File: src/verilog/sclk_params.svh
// constants of the serial command slave: characters, register map, timing
`ifndef SCLK_PARAMS_SVH
`define SCLK_PARAMS_SVH

// --------------------
// frame characters
// --------------------
`define SCLK_CH_STX 8'h02
`define SCLK_CH_ETX 8'h03
`define SCLK_CH_ACK 8'h06
`define SCLK_CH_NAK 8'h15
`define SCLK_CH_R 8'h52
`define SCLK_CH_W 8'h57
`define SCLK_CH_S 8'h53
`define SCLK_CH_V 8'h56
`define SCLK_CH_1 8'h31
`define SCLK_CH_L 8'h4c
`define SCLK_CH_O 8'h4f
`define SCLK_CH_C 8'h43
`define SCLK_CH_T 8'h54
`define SCLK_DIGIT_HI 4'h3
`define SCLK_DIGIT_MAX 4'h9
`define SCLK_EXC_MALFORMED 8'h31
`define SCLK_EXC_PROHIBITED 8'h32

// --------------------
// frame layout: body lengths and positions between start and end
// --------------------
`define SCLK_BODY_MAX 4'hc
`define SCLK_LEN_CMD 4'h6
`define SCLK_LEN_DATA 4'hb
`define SCLK_POS_REQ 2
`define SCLK_POS_CMD 3
`define SCLK_POS_DATA 6
`define SCLK_TX_NAK_LEN 4'h6
`define SCLK_TX_ACK_LEN 4'h5
`define SCLK_TX_READ_LEN 4'hd

// --------------------
// register map (byte addresses) and field positions
// --------------------
`define SCLK_A_CTRL 8'h00
`define SCLK_A_SLAVE 8'h04
`define SCLK_A_MON 8'h08
`define SCLK_A_KEYLOCK 8'h0c
`define SCLK_A_SETTEMP 8'h10
`define SCLK_A_NVTEMP 8'h14
`define SCLK_A_STATUS 8'h18
`define SCLK_A_IRQ_EN 8'h1c
`define SCLK_A_IRQ_CLR 8'h20
`define SCLK_A_STATE 8'h24
`define SCLK_B_SERIAL 0
`define SCLK_B_READ_ONLY 1
`define SCLK_B_ACT_LO 2
`define SCLK_B_RESTART 4
`define SCLK_EV_DONE 0
`define SCLK_EV_NAK 1
`define SCLK_EV_ALARM 2
`define SCLK_EV_STORE 3
`define SCLK_RST_SLAVE 16'h3031
`define SCLK_RST_KEYLOCK 20'h00000
`define SCLK_RST_SETTEMP 20'h00250

// --------------------
// timing: one second of the watchdog and the monitoring range
// --------------------
`define SCLK_CLK_PERIOD_NS 10
`define SCLK_SEC_NS 1000000000
`define SCLK_MON_MIN 10'h01e
`define SCLK_MON_MAX 10'h258
`define SCLK_MON_DEF 10'h01e

`endif

File: src/verilog/sclk_pkg.sv
// types of the serial command slave
package sclk_pkg;

   // --------------------
   // link watchdog action setting
   // --------------------
   typedef enum logic [1:0] {
      SCLK_ACT_OFF = 2'b00,
      SCLK_ACT_CONTINUE = 2'b01,
      SCLK_ACT_STOP = 2'b10
   } sclk_action_t;

   // --------------------
   // frame sequencer states
   // --------------------
   typedef enum logic [2:0] {
      SCLK_ST_IDLE = 3'b000,
      SCLK_ST_BODY = 3'b001,
      SCLK_ST_BCC = 3'b010,
      SCLK_ST_EXEC = 3'b011,
      SCLK_ST_SEND = 3'b100
   } sclk_state_t;

   // --------------------
   // state of the watchdog
   // --------------------
   typedef struct packed {
      logic [26:0] tick_cnt;
      logic [9:0] sec_cnt;
      logic alarm;
   } sclk_wdog_t;

   // --------------------
   // state of the command interpreter
   // --------------------
   typedef struct packed {
      sclk_state_t state;
      logic [11:0][7:0] rx_buf;
      logic [3:0] rx_cnt;
      logic rx_ovf;
      logic [12:0][7:0] tx_buf;
      logic [3:0] tx_len;
      logic serial_mode;
      logic read_only_range;
      sclk_action_t action;
      logic [15:0] slave_addr;
      logic [9:0] mon_time;
      logic [19:0] key_lock;
      logic [19:0] set_temp;
      logic [19:0] nv_temp;
      logic nv_store;
      logic [3:0] status;
      logic [3:0] irq_en;
      logic [31:0] prdata;
      logic pslverr;
      logic halted;
      logic alarm_prev;
   } sclk_core_t;

endpackage

File: src/verilog/sclk_wdog.sv
// link watchdog: counts whole seconds since the last message addressed to this slave, refused or not
`include "sclk_params.svh"

module sclk_wdog #(
   parameter int unsigned SEC_CYCLES = `SCLK_SEC_NS / `SCLK_CLK_PERIOD_NS
) (
   input wire logic i_ref_clk,
   input wire logic i_reset,
   input wire logic i_enable,
   input wire logic i_msg,
   input wire logic [9:0] i_mon_time,
   output logic o_alarm
);

   sclk_pkg::sclk_wdog_t s_q;
   sclk_pkg::sclk_wdog_t s_d;

   // ----------------------------------------------------------------
   // next state
   // ----------------------------------------------------------------
   // disabled or fed: counts restart and the alarm drops at once
   always_comb begin
      s_d = s_q;
      if (!i_enable || i_msg) begin
         s_d.tick_cnt = '0;
         s_d.sec_cnt = '0;
         s_d.alarm = 1'b0;
      end else begin
         if (s_q.tick_cnt == 27'(SEC_CYCLES - 1)) begin
            s_d.tick_cnt = '0;
            if (s_q.sec_cnt < i_mon_time) begin
               s_d.sec_cnt = s_q.sec_cnt + 10'h001;
            end
         end else begin
            s_d.tick_cnt = s_q.tick_cnt + 27'h0000001;
         end
         if (s_q.sec_cnt >= i_mon_time) begin
            s_d.alarm = 1'b1;
         end
      end
   end

   // state register
   always_ff @(posedge i_ref_clk) begin
      if (i_reset) begin
         s_q <= '0;
      end else begin
         s_q <= s_d;
      end
   end

   assign o_alarm = s_q.alarm;

endmodule

File: src/verilog/sclk_core.sv
// serial command slave: framed key-lock, set temperature, store, link watchdog
//
// Function
// - link key-lock value kept apart from panel
// - key-lock write only stored, never locks keys
// - key-lock read echoes ack, command, five digits
// - accepted write answers start, address, ack, end
// - store command saves set temperature to memory
// - store never saves the link key-lock value
// - malformed or refused request gets negative response
// - negative response carries code; read-only gives 2
// - watchdog works only in serial mode
// - watchdog action is off after reset
// - alarm once silence exceeds monitoring time seconds
// - alarm clears itself when a message arrives
// - action setting is off, continue or stop
// - monitoring time 30 to 600 s, default 30
// - monitoring time hidden while action is off
// - stop halt persists until a restart
// - set temperature writable only in serial mode; the APB register takes writes in any mode
//
// Our own choices: register access over APB and the address map.
`include "sclk_params.svh"

module sclk_core #(
   parameter int unsigned SEC_CYCLES = `SCLK_SEC_NS / `SCLK_CLK_PERIOD_NS
) (
   input wire logic i_ref_clk,
   input wire logic i_reset,
   input wire logic i_psel,
   input wire logic i_penable,
   input wire logic i_pwrite,
   input wire logic [7:0] i_paddr,
   input wire logic [31:0] i_pwdata,
   output logic [31:0] o_prdata,
   output logic o_pready,
   output logic o_pslverr,
   input wire logic i_rx_valid,
   input wire logic [7:0] i_rx_data,
   output logic o_tx_valid,
   output logic [7:0] o_tx_data,
   output logic o_tx_last,
   input wire logic i_tx_ready,
   output logic o_nv_store,
   output logic [19:0] o_nv_temp,
   output logic [19:0] o_set_temp,
   output logic o_link_alarm,
   output logic o_run_enable,
   output logic o_irq
);

   sclk_pkg::sclk_core_t s_q;
   sclk_pkg::sclk_core_t s_d;
   logic wd_alarm;
   logic msg_seen;
   logic wd_enable;

   // --------------------
   // link watchdog
   // --------------------
   // only runs in serial mode with an action other than off
   assign wd_enable = s_q.serial_mode && (s_q.action != sclk_pkg::SCLK_ACT_OFF);

   sclk_wdog #(
      .SEC_CYCLES(SEC_CYCLES)
   ) u_wdog (
      .i_ref_clk(i_ref_clk),
      .i_reset(i_reset),
      .i_enable(wd_enable),
      .i_msg(msg_seen),
      .i_mon_time(s_q.mon_time),
      .o_alarm(wd_alarm)
   );

   // --------------------
   // next state
   // --------------------
   always_comb begin
      logic setup;
      logic wr;
      logic addr_ok;
      logic is_temp_cmd;
      logic is_lock_cmd;
      logic is_store_cmd;
      logic data_ok;
      logic nak;
      logic ack_read;
      logic [7:0] code;
      logic [19:0] wval;
      logic [19:0] rval;
      logic [3:0] ev;
      logic [3:0] clr;
      setup = i_psel && !i_penable;
      wr = i_psel && i_penable && i_pwrite;
      addr_ok = 1'b0;
      is_temp_cmd = 1'b0;
      is_lock_cmd = 1'b0;
      is_store_cmd = 1'b0;
      data_ok = 1'b1;
      nak = 1'b1;
      ack_read = 1'b0;
      code = `SCLK_EXC_MALFORMED;
      wval = '0;
      rval = '0;
      ev = '0;
      clr = '0;
      msg_seen = 1'b0;
      s_d = s_q;
      s_d.nv_store = 1'b0;

      // frame sequencer
      unique case (s_q.state)
         sclk_pkg::SCLK_ST_IDLE: begin
            if (i_rx_valid && i_rx_data == `SCLK_CH_STX) begin
               s_d.rx_cnt = '0;
               s_d.rx_ovf = 1'b0;
               s_d.state = sclk_pkg::SCLK_ST_BODY;
            end
         end
         sclk_pkg::SCLK_ST_BODY: begin
            if (i_rx_valid) begin
               if (i_rx_data == `SCLK_CH_STX) begin
                  s_d.rx_cnt = '0; // a new start drops the partial frame
                  s_d.rx_ovf = 1'b0;
               end else if (i_rx_data == `SCLK_CH_ETX) begin
                  s_d.state = sclk_pkg::SCLK_ST_BCC;
               end else if (s_q.rx_cnt < `SCLK_BODY_MAX) begin
                  s_d.rx_buf[s_q.rx_cnt] = i_rx_data;
                  s_d.rx_cnt = s_q.rx_cnt + 4'h1;
               end else begin
                  s_d.rx_ovf = 1'b1;
               end
            end
         end
         sclk_pkg::SCLK_ST_BCC: begin
            // the check character is verified outside; it only closes the frame
            if (i_rx_valid) begin
               s_d.state = sclk_pkg::SCLK_ST_EXEC;
            end
         end
         sclk_pkg::SCLK_ST_EXEC: begin
            addr_ok = s_q.rx_buf[0] == s_q.slave_addr[15:8]
               && s_q.rx_buf[1] == s_q.slave_addr[7:0];
            is_temp_cmd = s_q.rx_buf[`SCLK_POS_CMD] == `SCLK_CH_S
               && s_q.rx_buf[`SCLK_POS_CMD + 1] == `SCLK_CH_V
               && s_q.rx_buf[`SCLK_POS_CMD + 2] == `SCLK_CH_1;
            is_lock_cmd = s_q.rx_buf[`SCLK_POS_CMD] == `SCLK_CH_L
               && s_q.rx_buf[`SCLK_POS_CMD + 1] == `SCLK_CH_O
               && s_q.rx_buf[`SCLK_POS_CMD + 2] == `SCLK_CH_C;
            is_store_cmd = s_q.rx_buf[`SCLK_POS_CMD] == `SCLK_CH_S
               && s_q.rx_buf[`SCLK_POS_CMD + 1] == `SCLK_CH_T
               && s_q.rx_buf[`SCLK_POS_CMD + 2] == `SCLK_CH_R;
            // data field: five ascii digits, first digit most significant
            for (int i = 0; i < 5; i++) begin
               if (s_q.rx_buf[`SCLK_POS_DATA + i][7:4] != `SCLK_DIGIT_HI
                  || s_q.rx_buf[`SCLK_POS_DATA + i][3:0] > `SCLK_DIGIT_MAX) begin
                  data_ok = 1'b0;
               end
               wval[19 - 4 * i -: 4] = s_q.rx_buf[`SCLK_POS_DATA + i][3:0];
            end
            if (s_q.rx_ovf) begin
               nak = 1'b1;
            end else if (s_q.rx_buf[`SCLK_POS_REQ] == `SCLK_CH_R
               && s_q.rx_cnt == `SCLK_LEN_CMD) begin
               if (is_temp_cmd) begin
                  nak = 1'b0;
                  ack_read = 1'b1;
                  rval = s_q.set_temp;
               end else if (is_lock_cmd) begin
                  nak = 1'b0;
                  ack_read = 1'b1;
                  rval = s_q.key_lock;
               end
            end else if (s_q.rx_buf[`SCLK_POS_REQ] == `SCLK_CH_W) begin
               if (s_q.read_only_range && (is_temp_cmd || is_lock_cmd || is_store_cmd)) begin
                  code = `SCLK_EXC_PROHIBITED;
               end else if (is_temp_cmd && s_q.rx_cnt == `SCLK_LEN_DATA && data_ok) begin
                  if (!s_q.serial_mode) begin
                     code = `SCLK_EXC_PROHIBITED;
                  end else begin
                     nak = 1'b0;
                     s_d.set_temp = wval;
                  end
               end else if (is_lock_cmd && s_q.rx_cnt == `SCLK_LEN_DATA && data_ok) begin
                  nak = 1'b0;
                  s_d.key_lock = wval;
               end else if (is_store_cmd && s_q.rx_cnt == `SCLK_LEN_CMD) begin
                  nak = 1'b0;
                  s_d.nv_temp = s_q.set_temp;
                  s_d.nv_store = 1'b1;
                  ev[`SCLK_EV_STORE] = 1'b1;
               end
            end
            // answer: start and own address always lead
            s_d.tx_buf = '0;
            s_d.tx_buf[0] = `SCLK_CH_STX;
            s_d.tx_buf[1] = s_q.slave_addr[15:8];
            s_d.tx_buf[2] = s_q.slave_addr[7:0];
            if (nak) begin
               s_d.tx_buf[3] = `SCLK_CH_NAK;
               s_d.tx_buf[4] = code;
               s_d.tx_buf[5] = `SCLK_CH_ETX;
               s_d.tx_len = `SCLK_TX_NAK_LEN;
            end else if (ack_read) begin
               s_d.tx_buf[3] = `SCLK_CH_ACK;
               s_d.tx_buf[4] = s_q.rx_buf[`SCLK_POS_CMD];
               s_d.tx_buf[5] = s_q.rx_buf[`SCLK_POS_CMD + 1];
               s_d.tx_buf[6] = s_q.rx_buf[`SCLK_POS_CMD + 2];
               for (int i = 0; i < 5; i++) begin
                  s_d.tx_buf[7 + i] = {`SCLK_DIGIT_HI, rval[19 - 4 * i -: 4]};
               end
               s_d.tx_buf[12] = `SCLK_CH_ETX;
               s_d.tx_len = `SCLK_TX_READ_LEN;
            end else begin
               s_d.tx_buf[3] = `SCLK_CH_ACK;
               s_d.tx_buf[4] = `SCLK_CH_ETX;
               s_d.tx_len = `SCLK_TX_ACK_LEN;
            end
            if (addr_ok) begin
               msg_seen = 1'b1;
               ev[`SCLK_EV_DONE] = 1'b1;
               ev[`SCLK_EV_NAK] = nak;
               s_d.state = sclk_pkg::SCLK_ST_SEND;
            end else begin
               // foreign frame: no effect at all, no answer
               s_d.set_temp = s_q.set_temp;
               s_d.key_lock = s_q.key_lock;
               s_d.nv_temp = s_q.nv_temp;
               s_d.nv_store = 1'b0;
               ev = '0;
               s_d.state = sclk_pkg::SCLK_ST_IDLE;
            end
         end
         sclk_pkg::SCLK_ST_SEND: begin
            // characters arriving while answering are dropped
            if (i_tx_ready) begin
               s_d.tx_buf = {8'h00, s_q.tx_buf[12:1]};
               s_d.tx_len = s_q.tx_len - 4'h1;
               if (s_q.tx_len == 4'h1) begin
                  s_d.state = sclk_pkg::SCLK_ST_IDLE;
               end
            end
         end
         default: begin
            s_d.state = sclk_pkg::SCLK_ST_IDLE;
         end
      endcase

      // alarm edge: event bit, and a halt when the action is stop
      s_d.alarm_prev = wd_alarm;
      if (wd_alarm && !s_q.alarm_prev) begin
         ev[`SCLK_EV_ALARM] = 1'b1;
         if (s_q.action == sclk_pkg::SCLK_ACT_STOP) begin
            s_d.halted = 1'b1;
         end
      end

      // apb writes take effect in the access phase
      if (wr) begin
         unique case (i_paddr)
            `SCLK_A_CTRL: begin
               s_d.serial_mode = i_pwdata[`SCLK_B_SERIAL];
               s_d.read_only_range = i_pwdata[`SCLK_B_READ_ONLY];
               if (i_pwdata[`SCLK_B_ACT_LO + 1 -: 2] != 2'b11) begin
                  s_d.action = sclk_pkg::sclk_action_t'(i_pwdata[`SCLK_B_ACT_LO + 1 -: 2]);
               end
               if (i_pwdata[`SCLK_B_RESTART] && !ev[`SCLK_EV_ALARM]) begin
                  s_d.halted = 1'b0;
               end
            end
            `SCLK_A_SLAVE: s_d.slave_addr = i_pwdata[15:0];
            `SCLK_A_MON: begin
               if (s_q.action != sclk_pkg::SCLK_ACT_OFF
                  && i_pwdata[9:0] >= `SCLK_MON_MIN && i_pwdata[9:0] <= `SCLK_MON_MAX
                  && i_pwdata[31:10] == '0) begin
                  s_d.mon_time = i_pwdata[9:0];
               end
            end
            `SCLK_A_SETTEMP: s_d.set_temp = i_pwdata[19:0];
            `SCLK_A_IRQ_EN: s_d.irq_en = i_pwdata[3:0];
            `SCLK_A_IRQ_CLR: clr = i_pwdata[3:0];
            default: begin
            end
         endcase
      end

      // sticky status: a new event wins over a clear in the same cycle
      s_d.status = (s_q.status & ~clr) | ev;

      // apb read data and error are captured in the setup phase
      if (setup) begin
         s_d.prdata = '0;
         s_d.pslverr = 1'b0;
         unique case (i_paddr)
            `SCLK_A_CTRL: begin
               s_d.prdata[`SCLK_B_SERIAL] = s_q.serial_mode;
               s_d.prdata[`SCLK_B_READ_ONLY] = s_q.read_only_range;
               s_d.prdata[`SCLK_B_ACT_LO + 1 -: 2] = s_q.action;
            end
            `SCLK_A_SLAVE: s_d.prdata[15:0] = s_q.slave_addr;
            `SCLK_A_MON: begin
               if (s_q.action != sclk_pkg::SCLK_ACT_OFF) begin
                  s_d.prdata[9:0] = s_q.mon_time;
               end
            end
            `SCLK_A_KEYLOCK: s_d.prdata[19:0] = s_q.key_lock;
            `SCLK_A_SETTEMP: s_d.prdata[19:0] = s_q.set_temp;
            `SCLK_A_NVTEMP: s_d.prdata[19:0] = s_q.nv_temp;
            `SCLK_A_STATUS: s_d.prdata[3:0] = s_q.status;
            `SCLK_A_IRQ_EN: s_d.prdata[3:0] = s_q.irq_en;
            `SCLK_A_IRQ_CLR: s_d.prdata = '0;
            `SCLK_A_STATE: s_d.prdata[2:0] = {s_q.state != sclk_pkg::SCLK_ST_IDLE,
               s_q.halted, s_q.alarm_prev};
            default: s_d.pslverr = 1'b1;
         endcase
      end
   end

   // --------------------
   // state register
   // --------------------
   always_ff @(posedge i_ref_clk) begin
      if (i_reset) begin
         s_q <= '0;
         s_q.action <= sclk_pkg::SCLK_ACT_OFF;
         s_q.slave_addr <= `SCLK_RST_SLAVE;
         s_q.mon_time <= `SCLK_MON_DEF;
         s_q.key_lock <= `SCLK_RST_KEYLOCK;
         s_q.set_temp <= `SCLK_RST_SETTEMP;
         s_q.nv_temp <= `SCLK_RST_SETTEMP;
      end else begin
         s_q <= s_d;
      end
   end

   // --------------------
   // outputs
   // --------------------
   assign o_prdata = s_q.prdata;
   assign o_pready = 1'b1; // zero wait states
   assign o_pslverr = s_q.pslverr && i_psel && i_penable;
   assign o_tx_valid = s_q.state == sclk_pkg::SCLK_ST_SEND;
   assign o_tx_data = s_q.tx_buf[0];
   assign o_tx_last = s_q.tx_len == 4'h1;
   assign o_nv_store = s_q.nv_store;
   assign o_nv_temp = s_q.nv_temp;
   assign o_set_temp = s_q.set_temp;
   assign o_link_alarm = s_q.alarm_prev;
   assign o_run_enable = !s_q.halted;
   assign o_irq = |(s_q.status & s_q.irq_en);

endmodule

File: config.mk
export PLATFORM = sky130hd
export DESIGN_NAME = sclk_core
export DESIGN_NICKNAME = d
export VERILOG_FILES = /design/src/verilog/sclk_pkg.sv /design/src/verilog/sclk_wdog.sv /design/src/verilog/sclk_core.sv
export VERILOG_INCLUDE_DIRS = /design/src /design/src/verilog
export SDC_FILE = /design/constraint.sdc
export NUM_CORES = 1
export LEC_CHECK = 0
export ABC_AREA = 1
export BUFFER_PORTS_ARGS = -buffer_cell sky130_fd_sc_hd__clkbuf_2
export CORE_MARGIN = 5
export CORE_UTILIZATION = 45
export DETAILED_ROUTE_END_ITERATION = 10
export HOLD_SLACK_MARGIN = 0.03
export PLACE_DENSITY = 0.66
export SLEW_MARGIN = 15
export SYNTH_ARGS = -nofsm -noshare
export SYNTH_HDL_FRONTEND = slang
export SYNTH_SLANG_ARGS = --single-unit
File: constraint.sdc
create_clock -name i_ref_clk -period 3.95 [get_ports i_ref_clk]
set_input_delay 1.185 -clock i_ref_clk [delete_from_list [all_inputs] [get_ports i_ref_clk]]
set_output_delay 1.185 -clock i_ref_clk [all_outputs]
set_load 0.01 [all_outputs]
==> results.cfg, run 1 <==
[finish]
drive_above_1_share_pct = 11.2
finalCoreUtilization_pct = 50.1
area_growth_pct = 10.5
antenna_cells = 0
fin_nets = 2468
layout.cells.non_filler = 2888
num-fill-cells = 3599

[global_route]
grtUsageTotal_pct = 23.1
grt_max_degree = 80
grt_first_pass_wirelength_microns = 77100
grt_pass1_vias = 14200
grt-ovfl-total = 0
antenna_found_initial = 2

[cts]
numCtsBuffers = 38
cts_tree = yes
clock_sinks = 341
clkSlewWorstSetupHoldPaths_ps = 60
post_cts_buffers = 0
clockBufferDepth = 3
insertion_delay_ps = 530
holdBufCountCts = 0
h-tree-depth = 2
ctsResizeCount = 0
cts-root-buf = clkbuf_16

[power]
swShare_pct = 23.1
intPower_mw = 5.77
pwr-share-comb_pct = 5.1
pwr-share-clk_pct = 48.0
p_sw_mw = 1.73
power_frac_seq_pct = 46.9
power.leakage_nw = 7.68
powerDensity_nw_per_um2 = 411
ir_drop_v = 0.000301

[detailed_routing]
drtIter0Drc = 1311
drc = 0
ant_nets = 0
drt-total-wl_microns = 48900
vias = 15400
viasPerCell = 5.35
first_pass_iters = 6
avgRoutedWirePerCell_microns = 16.9

[synth]
synthArstFlopShare_pct = 0
synth_area_sq_um = 16500
synth_ff_type = dfxtp_1
yosysTopAreaCell = dfxtp_1
synth_edf_count = 0
synth_common_cells = nand2_1 (463), dfxtp_1 (341), inv_1 (306), nor2_1 (229), o21ai_0 (227)
synth_warnings = 0
seq_area_frac_synth_pct = 41.3
synth_cell_types = 50
synth_most_common_cell = nand2_1
avgSynthCellArea_sq_um = 6.95
ys_seq_elements = 341
synth_area_leaders = dfxtp_1 (41%), nand2_1 (11%), inv_1 (7.0%)
syn_inst = 2377
yosys.area.top_type_share_pct = 41.3

[timing]
worst-slew-pin-transition_ps = 979
hold_viol = 0
finalCritPeriodShare_pct = 77.1
clock_skew_ps = 21.7
slew_headroom_pct = 34.7
min_period_ps = 3040
setup_violations = 0
fmax_ghz = 0.329
rsz0062_at_grt = no
final_max_slew_viol_count = 0
fin_tns_setup_ps = 0

[status]
status = complete, no violations

[floorplanning]
core-area_sq_um = 36400
boundaryPins = 143
die_height_microns = 202
start_util_pct = 45.4
dieArea_sq_um = 40700
die_w_microns = 202
rows = 70

[critical_path]
cpPeakStageDelay_ps = 600
cp.arrival_ps = 3460
endpoint_kind = flip-flop
cp_slowest_cell = nand2_1
cp-start-kind = flip-flop
worstPathCellList = inv_1, nand2_1, o21ai_1, nor3_1, nand2_1, nor3_1, nand4_1, nor2_1, buf_4, nand2_1, nand2_1, nand3_1, nand2_1, inv_1
cp_common_cell = nand2_1
critPathBufInv = 3
required_ps = 4370
path_class = flip-flop to flip-flop
path_max_fanout = 21
ff2ff_path_depth = 14
worst-path-stages = 14
critical_path.top_delay_family = simple AND/OR/NAND/NOR gates

[placement]
dp_cells = 2823
hpwlAfterDp_microns = 34800
port_buffers = 129
place.gp.congestion = 0.943

[min_path]
min_path_cells = 2
min_path_type = flip-flop to flip-flop

[flow_run]
drv_cap = 0
==> per-stage QoR <==
step | hold WS [ps] | total power [mW] | cell area (sq um) | setup WS, ps
2_1_floorplan | 418 | 3.84 | 16600 | 1340
4_1_cts | 441 | 7.55 | 18300 | 911
6_report | 444 | 7.50 | 18300 | 906
5_1_grt | 460 | 7.75 | 18300 | 656
3_3_place_gp | 427 | 3.96 | 17000 | 510
3_5_place_dp | 432 | 3.96 | 17000 | 465
==> layout make-up <==
class	instances	area (sq um)	share of cell area [%]
Clock inverter	11	111	0.610
Inverter	322	1210	6.65
Tap cell	468	586	3.21
Clock buffer	54	1160	6.38
Sequential cell	341	6830	37.4
Multi-Input combinational cell	1526	7420	40.6
Timing Repair Buffer	166	936	5.13
==> tightest hold or removal path: stages (launching register included) <==
cell and delay, ps:
dfxtp_1 310, inv_1 50, a21oi_1 50
==> layout by cell type, fill, tap and decap left out, types with 6 or more instances in the layout <==
master / count
xor2_1: 23
a21oi_1: 198
nor4_1: 13
nor2_2: 7
a221oi_1: 9
inv_2: 13
clkinv_2: 7
nor3_1: 37
nand3_2: 6
clkbuf_16: 41
nand4_1: 26
clkbuf_2: 128
conb_1: 13
nor2_1: 229
xnor2_1: 7
ha_1: 18
clkbuf_8: 9
dfxtp_1: 341
inv_1: 304
buf_4: 36
a31oi_1: 55
o211ai_1: 14
nand3_1: 119
o21ai_1: 6
nand2_1: 462
o21ai_0: 227
o22ai_1: 21
==> routing by layer <==
metal | vias to the layer above | GRT usage, % | wire length, microns
met2 | 519 | 38.6 | 23200
met3 | 97 | 4.63 | 3720
met1 | 7160 | 30.3 | 20600
met4 | 4 | 6.91 | 1320
met5 | - | 0 | 25
li1 | 7664 | - | -
==> power groups by stage <==
stage	Clock [mW]	Combinational, mW	Sequential [mW]
finish	3.60	0.381	3.52
global route	3.81	0.423	3.52
detailed placement	0	0.374	3.59
CTS	3.66	0.377	3.51
global placement	0	0.371	3.59
floorplan	0	0.263	3.58
==> kinds of logic (layout without fill, tap and decap cells) <==
logic type	count (synthesis)	after routing	synth area share, %
DFF	341	341	41.3
xor gates and xnor gates	30	30	1.59
adders and majority gates	18	18	1.36
AOI/OAI and AO/OA	545	545	17.8
other	2	13	0.0454
buffers and inverters	521	553	14.1
and+or+nand+nor	920	920	23.8
==> final timing paths <==
kind                    startpoint                   endpoint  slack [ps]
min                      flip-flop                  flip-flop         440
max          s_q[123]$_SDFFE_PP0P_  o_set_temp[11]$_SDFF_PP0_         910
min reg2reg              flip-flop                  flip-flop         440
max reg2reg  s_q[123]$_SDFFE_PP0P_  o_set_temp[11]$_SDFF_PP0_         910
(Power assumes the default switching activity.)
==> inputs of run 2 (changes only) <==
ABC_AREA = 0   (was 1)
PLACE_DENSITY = 0.69   (was 0.66)
clock period = 2.5 ns   (was 3.95 ns; I/O delays follow)
==> run 2 against run 1 <==
  * The run now ends with setup timing left
  * Clock skew fell by 8.9 ps
  * Clock-buffer cell count grew 2
  * Largest power group unchanged
  * Area after synthesis down 3.2%
==> results.cfg, run 2 <==
[status]
status = finished with violations
violations = setup timing

[synth]
synth_cell_types = 74
synthArstFlopShare_pct = 0
synth_area_sq_um = 16000
synth_common_cells = dfxtp_1 (341), nand2_1 (304), nor2_1 (206), nand3_1 (139), a21oi_1 (119)
synth-simple-area-share_pct = 23.5
syn_inst = 1936
yosys.area.top_type_share_pct = 42.7
synth_compound_area_share_pct = 14.6
synth_fa_ha_area_share_pct = 1.41
synth_area_leaders = dfxtp_1 (43%), nand2_1 (7.1%), mux2i_1 (7.1%)
synth_most_common_cell = dfxtp_1
synth_top_family_by_area = simple AND/OR/NAND/NOR gates
seq_area_frac_synth_pct = 42.7
synth_warnings = 0
synth_xor_xnor_area_share_pct = 2.74
avgSynthCellArea_sq_um = 8.27
synth.area.mux_share_pct = 7.07
ys_seq_elements = 341
yosysTopAreaCell = dfxtp_1
synth_edf_count = 0
synth_ff_type = dfxtp_1

[floorplanning]
die_height_microns = 199
rows = 69
die_w_microns = 199
boundaryPins = 143
dieArea_sq_um = 39400
core-area_sq_um = 35300
start_util_pct = 45.3

[finish]
antenna_cells = 0
fin_nets = 2178
layout_common_cells = dfxtp_1 (326), nand2_1 (299), nor2_1 (204)
layout_commonest_cell = dfxtp_1
area_growth_pct = 24.8
drive_above_1_share_pct = 23.3

[timing]
fmax_ghz = 0.375
final_max_slew_viol_count = 0
setup_violations = 68
min_period_ps = 2660
rsz0062_at_grt = yes
finalCritPeriodShare_pct = 107
worst-slew-pin-transition_ps = 617
hold_viol = 0
clock_skew_ps = 12.8
holdWs_ps = 440
slew_headroom_pct = 58.7
setup_ws_ps = -164

[critical_path]
path_max_fanout = 20
rr_endpoint = s_q[100]$_SDFFE_PP0P_
regToRegSetupSlack_ps = -160
endpoint_kind = flip-flop
worstPathCellList = xor2_1, or4_4, nor4b_4, nand3_2, or2_4, or4b_4, buf_12, mux2i_1
path_class = flip-flop to flip-flop
cp.arrival_ps = 3070
ff2ff_path_depth = 8
required_ps = 2900
critPathBufInv = 1
cpPeakStageDelay_ps = 550
cp-start-kind = flip-flop
cp_slowest_cell = or4_4
critical_path.top_delay_family = simple AND/OR/NAND/NOR gates

[placement]
port_buffers = 129
hpwlAfterDp_microns = 36200
place.gp.congestion = 0.986

[global_route]
grt_first_pass_wirelength_microns = 79100
grtUsageTotal_pct = 24.8
grt_pass1_vias = 14200
antenna_found_initial = 1
grt-ovfl-total = 0
grt_max_degree = 101

[flow_run]
drv_cap = 0

[detailed_routing]
top_layer = met4
vias = 15100
avgRoutedWirePerCell_microns = 19.9
drt-total-wl_microns = 51500
ant_nets = 0
drc = 0
dr_wl_met3_microns = 4140
wl_met1_microns = 21600
drtIter0Drc = 1648
dr_wl_met2_microns = 24000
viasPerCell = 5.82
first_pass_iters = 6

[cts]
insertion_delay_ps = 520
clockBufferDepth = 3
numCtsBuffers = 39
clock_sinks = 341
cts_tree = yes
clkSlewWorstSetupHoldPaths_ps = 60
cts-root-buf = clkbuf_16
h-tree-depth = 2

[power]
power.leakage_nw = 7.97
powerDensity_nw_per_um2 = 588
p_total_mw = 11.7
ir_drop_v = 0.000480

[min_path]
min_path_type = flip-flop to flip-flop
hold_end = u_wdog.s_q[11]$_SDFF_PP0_
min_path_cells = 1
worstHoldStart = u_wdog.s_q[11]$_SDFF_PP0_
-- run 2: metrics by stage --
step           TNS, ps  setup slack (ps)  area, sq um  util [%]  instances
6_report         -5170              -164        20000      56.6       2594
5_1_grt         -11500              -230        20000      56.6       2594
4_1_cts          -3140              -130        19400      55.0       2586
3_5_place_dp    -22570              -366        17800      50.3       2509
3_3_place_gp    -15990              -303        17800      50.3       2509
2_1_floorplan        0              3.82        16000         -       1947
-- run 2: cell families (layout without fill, tap and decap cells) --
family / after synthesis / count (layout)
other cells: 2 / 13
flops: 341 / 341
mux: 113 / 113
fa+ha+maj: 18 / 18
compound gates: 355 / 355
xor+xnor: 50 / 50
simple gates: 815 / 815
buf+inv: 242 / 428
-- run 2: timing repair --
| item | CTS | global route |
|---|---|---|
| resized for setup | 73 | 94 |
| endpoints found under the setup margin | 90 | 141 |
| cloned | 1 | 3 |
| hold buffers | 0 | 0 |
| pin swaps | 30 | 42 |
| buffers inserted | 8 | 5 |
-- run 2: how the worst max path moves through the flow --
stage,from,endpoint,slack (ps),depth (start not counted)
final,flip-flop,s_q[100]$_SDFFE_PP0P_,-160,8
after global routing,flip-flop,s_q[90]$_SDFFE_PP0P_,-230,8
after CTS,flip-flop,s_q[100]$_SDFFE_PP0P_,-130,8
after detailed placement,flip-flop,s_q[171]$_SDFFE_PP0P_,-370,7
after global placement,flip-flop,s_q[171]$_SDFFE_PP0P_,-300,8
after floorplan,s_q[243]$_SDFFE_PP0P_,o_set_temp[6]$_SDFF_PP1_,4,9
-- run 2: layout make-up --
type                    count  area (sq um)
clock buffers              56          1100
clock inverters            13           221
fillers                  3121         15300
inverters                  31           116
multi-input cells        1364          8640
flip-flops and latches    341          6850
well taps                 461           577
repair buffers            328          2470
-- run 2: per-layer routing --
layer | up-vias | track usage [%]
met4 | 0 | 7.50
met5 | - | 0
met2 | 620 | 40.6
li1 | 7064 | -
met3 | 101 | 4.00
met1 | 7322 | 33.8
-- run 2: power breakdown --
group,switching (mW),internal [mW]
Clock,2.27,3.68
Combinational,0.242,0.0982
Sequential,0.00641,5.44
Total,2.52,9.22
==> inputs of run 3 (changes only) <==
SKIP_CTS_REPAIR_TIMING = 1   (was unset)
==> run 3 against run 2 <==
  * The flow still finishes with violations (setup timing)
  * Combinational power barely moved
  * Global-route usage fell by 0.35 points
  * Sequential power barely moved
  * Critical endpoint is now o_set_temp[19]$_SDFF_PP0_
  * Largest power group unchanged
==> results.cfg, run 3 (synthesized netlist as in run 2, its figures left out) <==
[timing]
hold_viol = 0
fmax_ghz = 0.368
finalCritPeriodShare_pct = 109
setup_violations = 67
setup_ws_ps = -219
rsz0062_at_grt = yes
worst-slew-pin-transition_ps = 634
min_period_ps = 2720
slew_headroom_pct = 57.6
fin_tns_setup_ps = -8380
holdWs_ps = 440
clock_skew_ps = 11.0
final_max_slew_viol_count = 0

[critical_path]
cpPeakStageDelay_ps = 540
path_class = flip-flop to flip-flop
cp_slowest_cell = nor4_1
worstPathCellList = xnor2_1, nand4_1, nor4_1, nand4_1, nor4_4, buf_6, buf_12, mux2i_2, a211oi_2
required_ps = 2870
path_max_fanout = 5
cp.arrival_ps = 3090
cp_common_cell = nand4_1
endpoint_kind = flip-flop
regToRegSetupSlack_ps = -220
cp-start-kind = flip-flop

[global_route]
grt-ovfl-total = 0
grt_pass1_vias = 14000
grt_max_degree = 101
antenna_found_initial = 1
grt_first_pass_wirelength_microns = 77900
grtUsageTotal_pct = 24.4

[cts]
cts_tree = yes
insertion_delay_ps = 520
h-tree-depth = 2
cts-root-buf = clkbuf_16
clockBufferDepth = 3
clock_sinks = 341
numCtsBuffers = 39
clkSlewWorstSetupHoldPaths_ps = 60

[finish]
area_growth_pct = 23.3
final_cell_area_sq_um = 19700
antenna_cells = 0
fin_nets = 2176
layout_commonest_cell = dfxtp_1
drive_above_1_share_pct = 22.5
layout_common_cells = dfxtp_1 (324), nand2_1 (302), nor2_1 (205)

[status]
status = finished with violations
violations = setup timing

[detailed_routing]
vias = 15000
drtIter0Drc = 1575
ant_nets = 0
drc = 0
first_pass_iters = 6
drt-total-wl_microns = 50600
viasPerCell = 5.80
avgRoutedWirePerCell_microns = 19.5

[placement]
placed_area_sq_um = 17800
place.gp.congestion = 0.986
port_buffers = 129
hpwlAfterDp_microns = 36200

[min_path]
min_path_type = flip-flop to flip-flop
worstHoldStart = u_wdog.s_q[11]$_SDFF_PP0_

[floorplanning]
boundaryPins = 143
die_height_microns = 199
core-area_sq_um = 35300
start_util_pct = 45.3
rows = 69
die_w_microns = 199
dieArea_sq_um = 39400

[flow_run]
drv_cap = 0

[power]
ir_drop_v = 0.000481
power.leakage_nw = 7.94
powerDensity_nw_per_um2 = 594
p_total_mw = 11.7
## run 3: cell type report
| type | count | area [sq um] |
|---|---|---|
| Fill cell | 3175 | 15600 |
| Multi-Input combinational cell | 1364 | 8390 |
| Sequential cell | 341 | 6850 |
| Timing Repair Buffer | 326 | 2480 |
| Clock buffer | 56 | 1100 |
| Tap cell | 461 | 577 |
| Clock inverter | 13 | 221 |
| Inverter | 31 | 116 |
## run 3: layer usage
metal	track usage, %	vias to the layer above	wire (microns)
li1	-	7067	-
met1	33.6	7253	21200
met3	4.03	93	4110
met4	6.69	0	1410
met5	0	-	0
met2	40.1	627	23900
## run 3: final timing paths
kind,to,depth (start not counted)
worst min-delay path,u_wdog.s_q[11]$_SDFF_PP0_,1
worst max-delay path,o_set_temp[19]$_SDFF_PP0_,9
worst max register to register,o_set_temp[19]$_SDFF_PP0_,9
worst min register to register,u_wdog.s_q[11]$_SDFF_PP0_,1
## run 3: where the power goes
part           leakage (nW)  total (mW)  internal (mW)  switching (mW)
combinational          4.54       0.338         0.0977           0.240
clock                 0.646        5.93           3.68            2.26
sequential             2.75        5.45           5.44         0.00631
total                  7.94        11.7           9.22            2.50
## run 3: metrics by stage
stage | std cells | utilization (%) | setup slack [ps]
3_3_place_gp | 2509 | 50.3 | -303
6_report | 2592 | 55.9 | -219
3_5_place_dp | 2509 | 50.3 | -366
4_1_cts | 2578 | 54.0 | -363
2_1_floorplan | 1947 | - | 3.82
5_1_grt | 2592 | 55.9 | -265
## run 3: worst max-delay path, delay by kind of cell (launching register included)
family	cells	cell delay (ps)
AO/OA/AOI/OAI	1	110
XOR/XNOR	1	250
buffers and inverters	2	330
flip-flops	1	330
multiplexers	1	240
AND/OR/NAND/NOR	4	1320
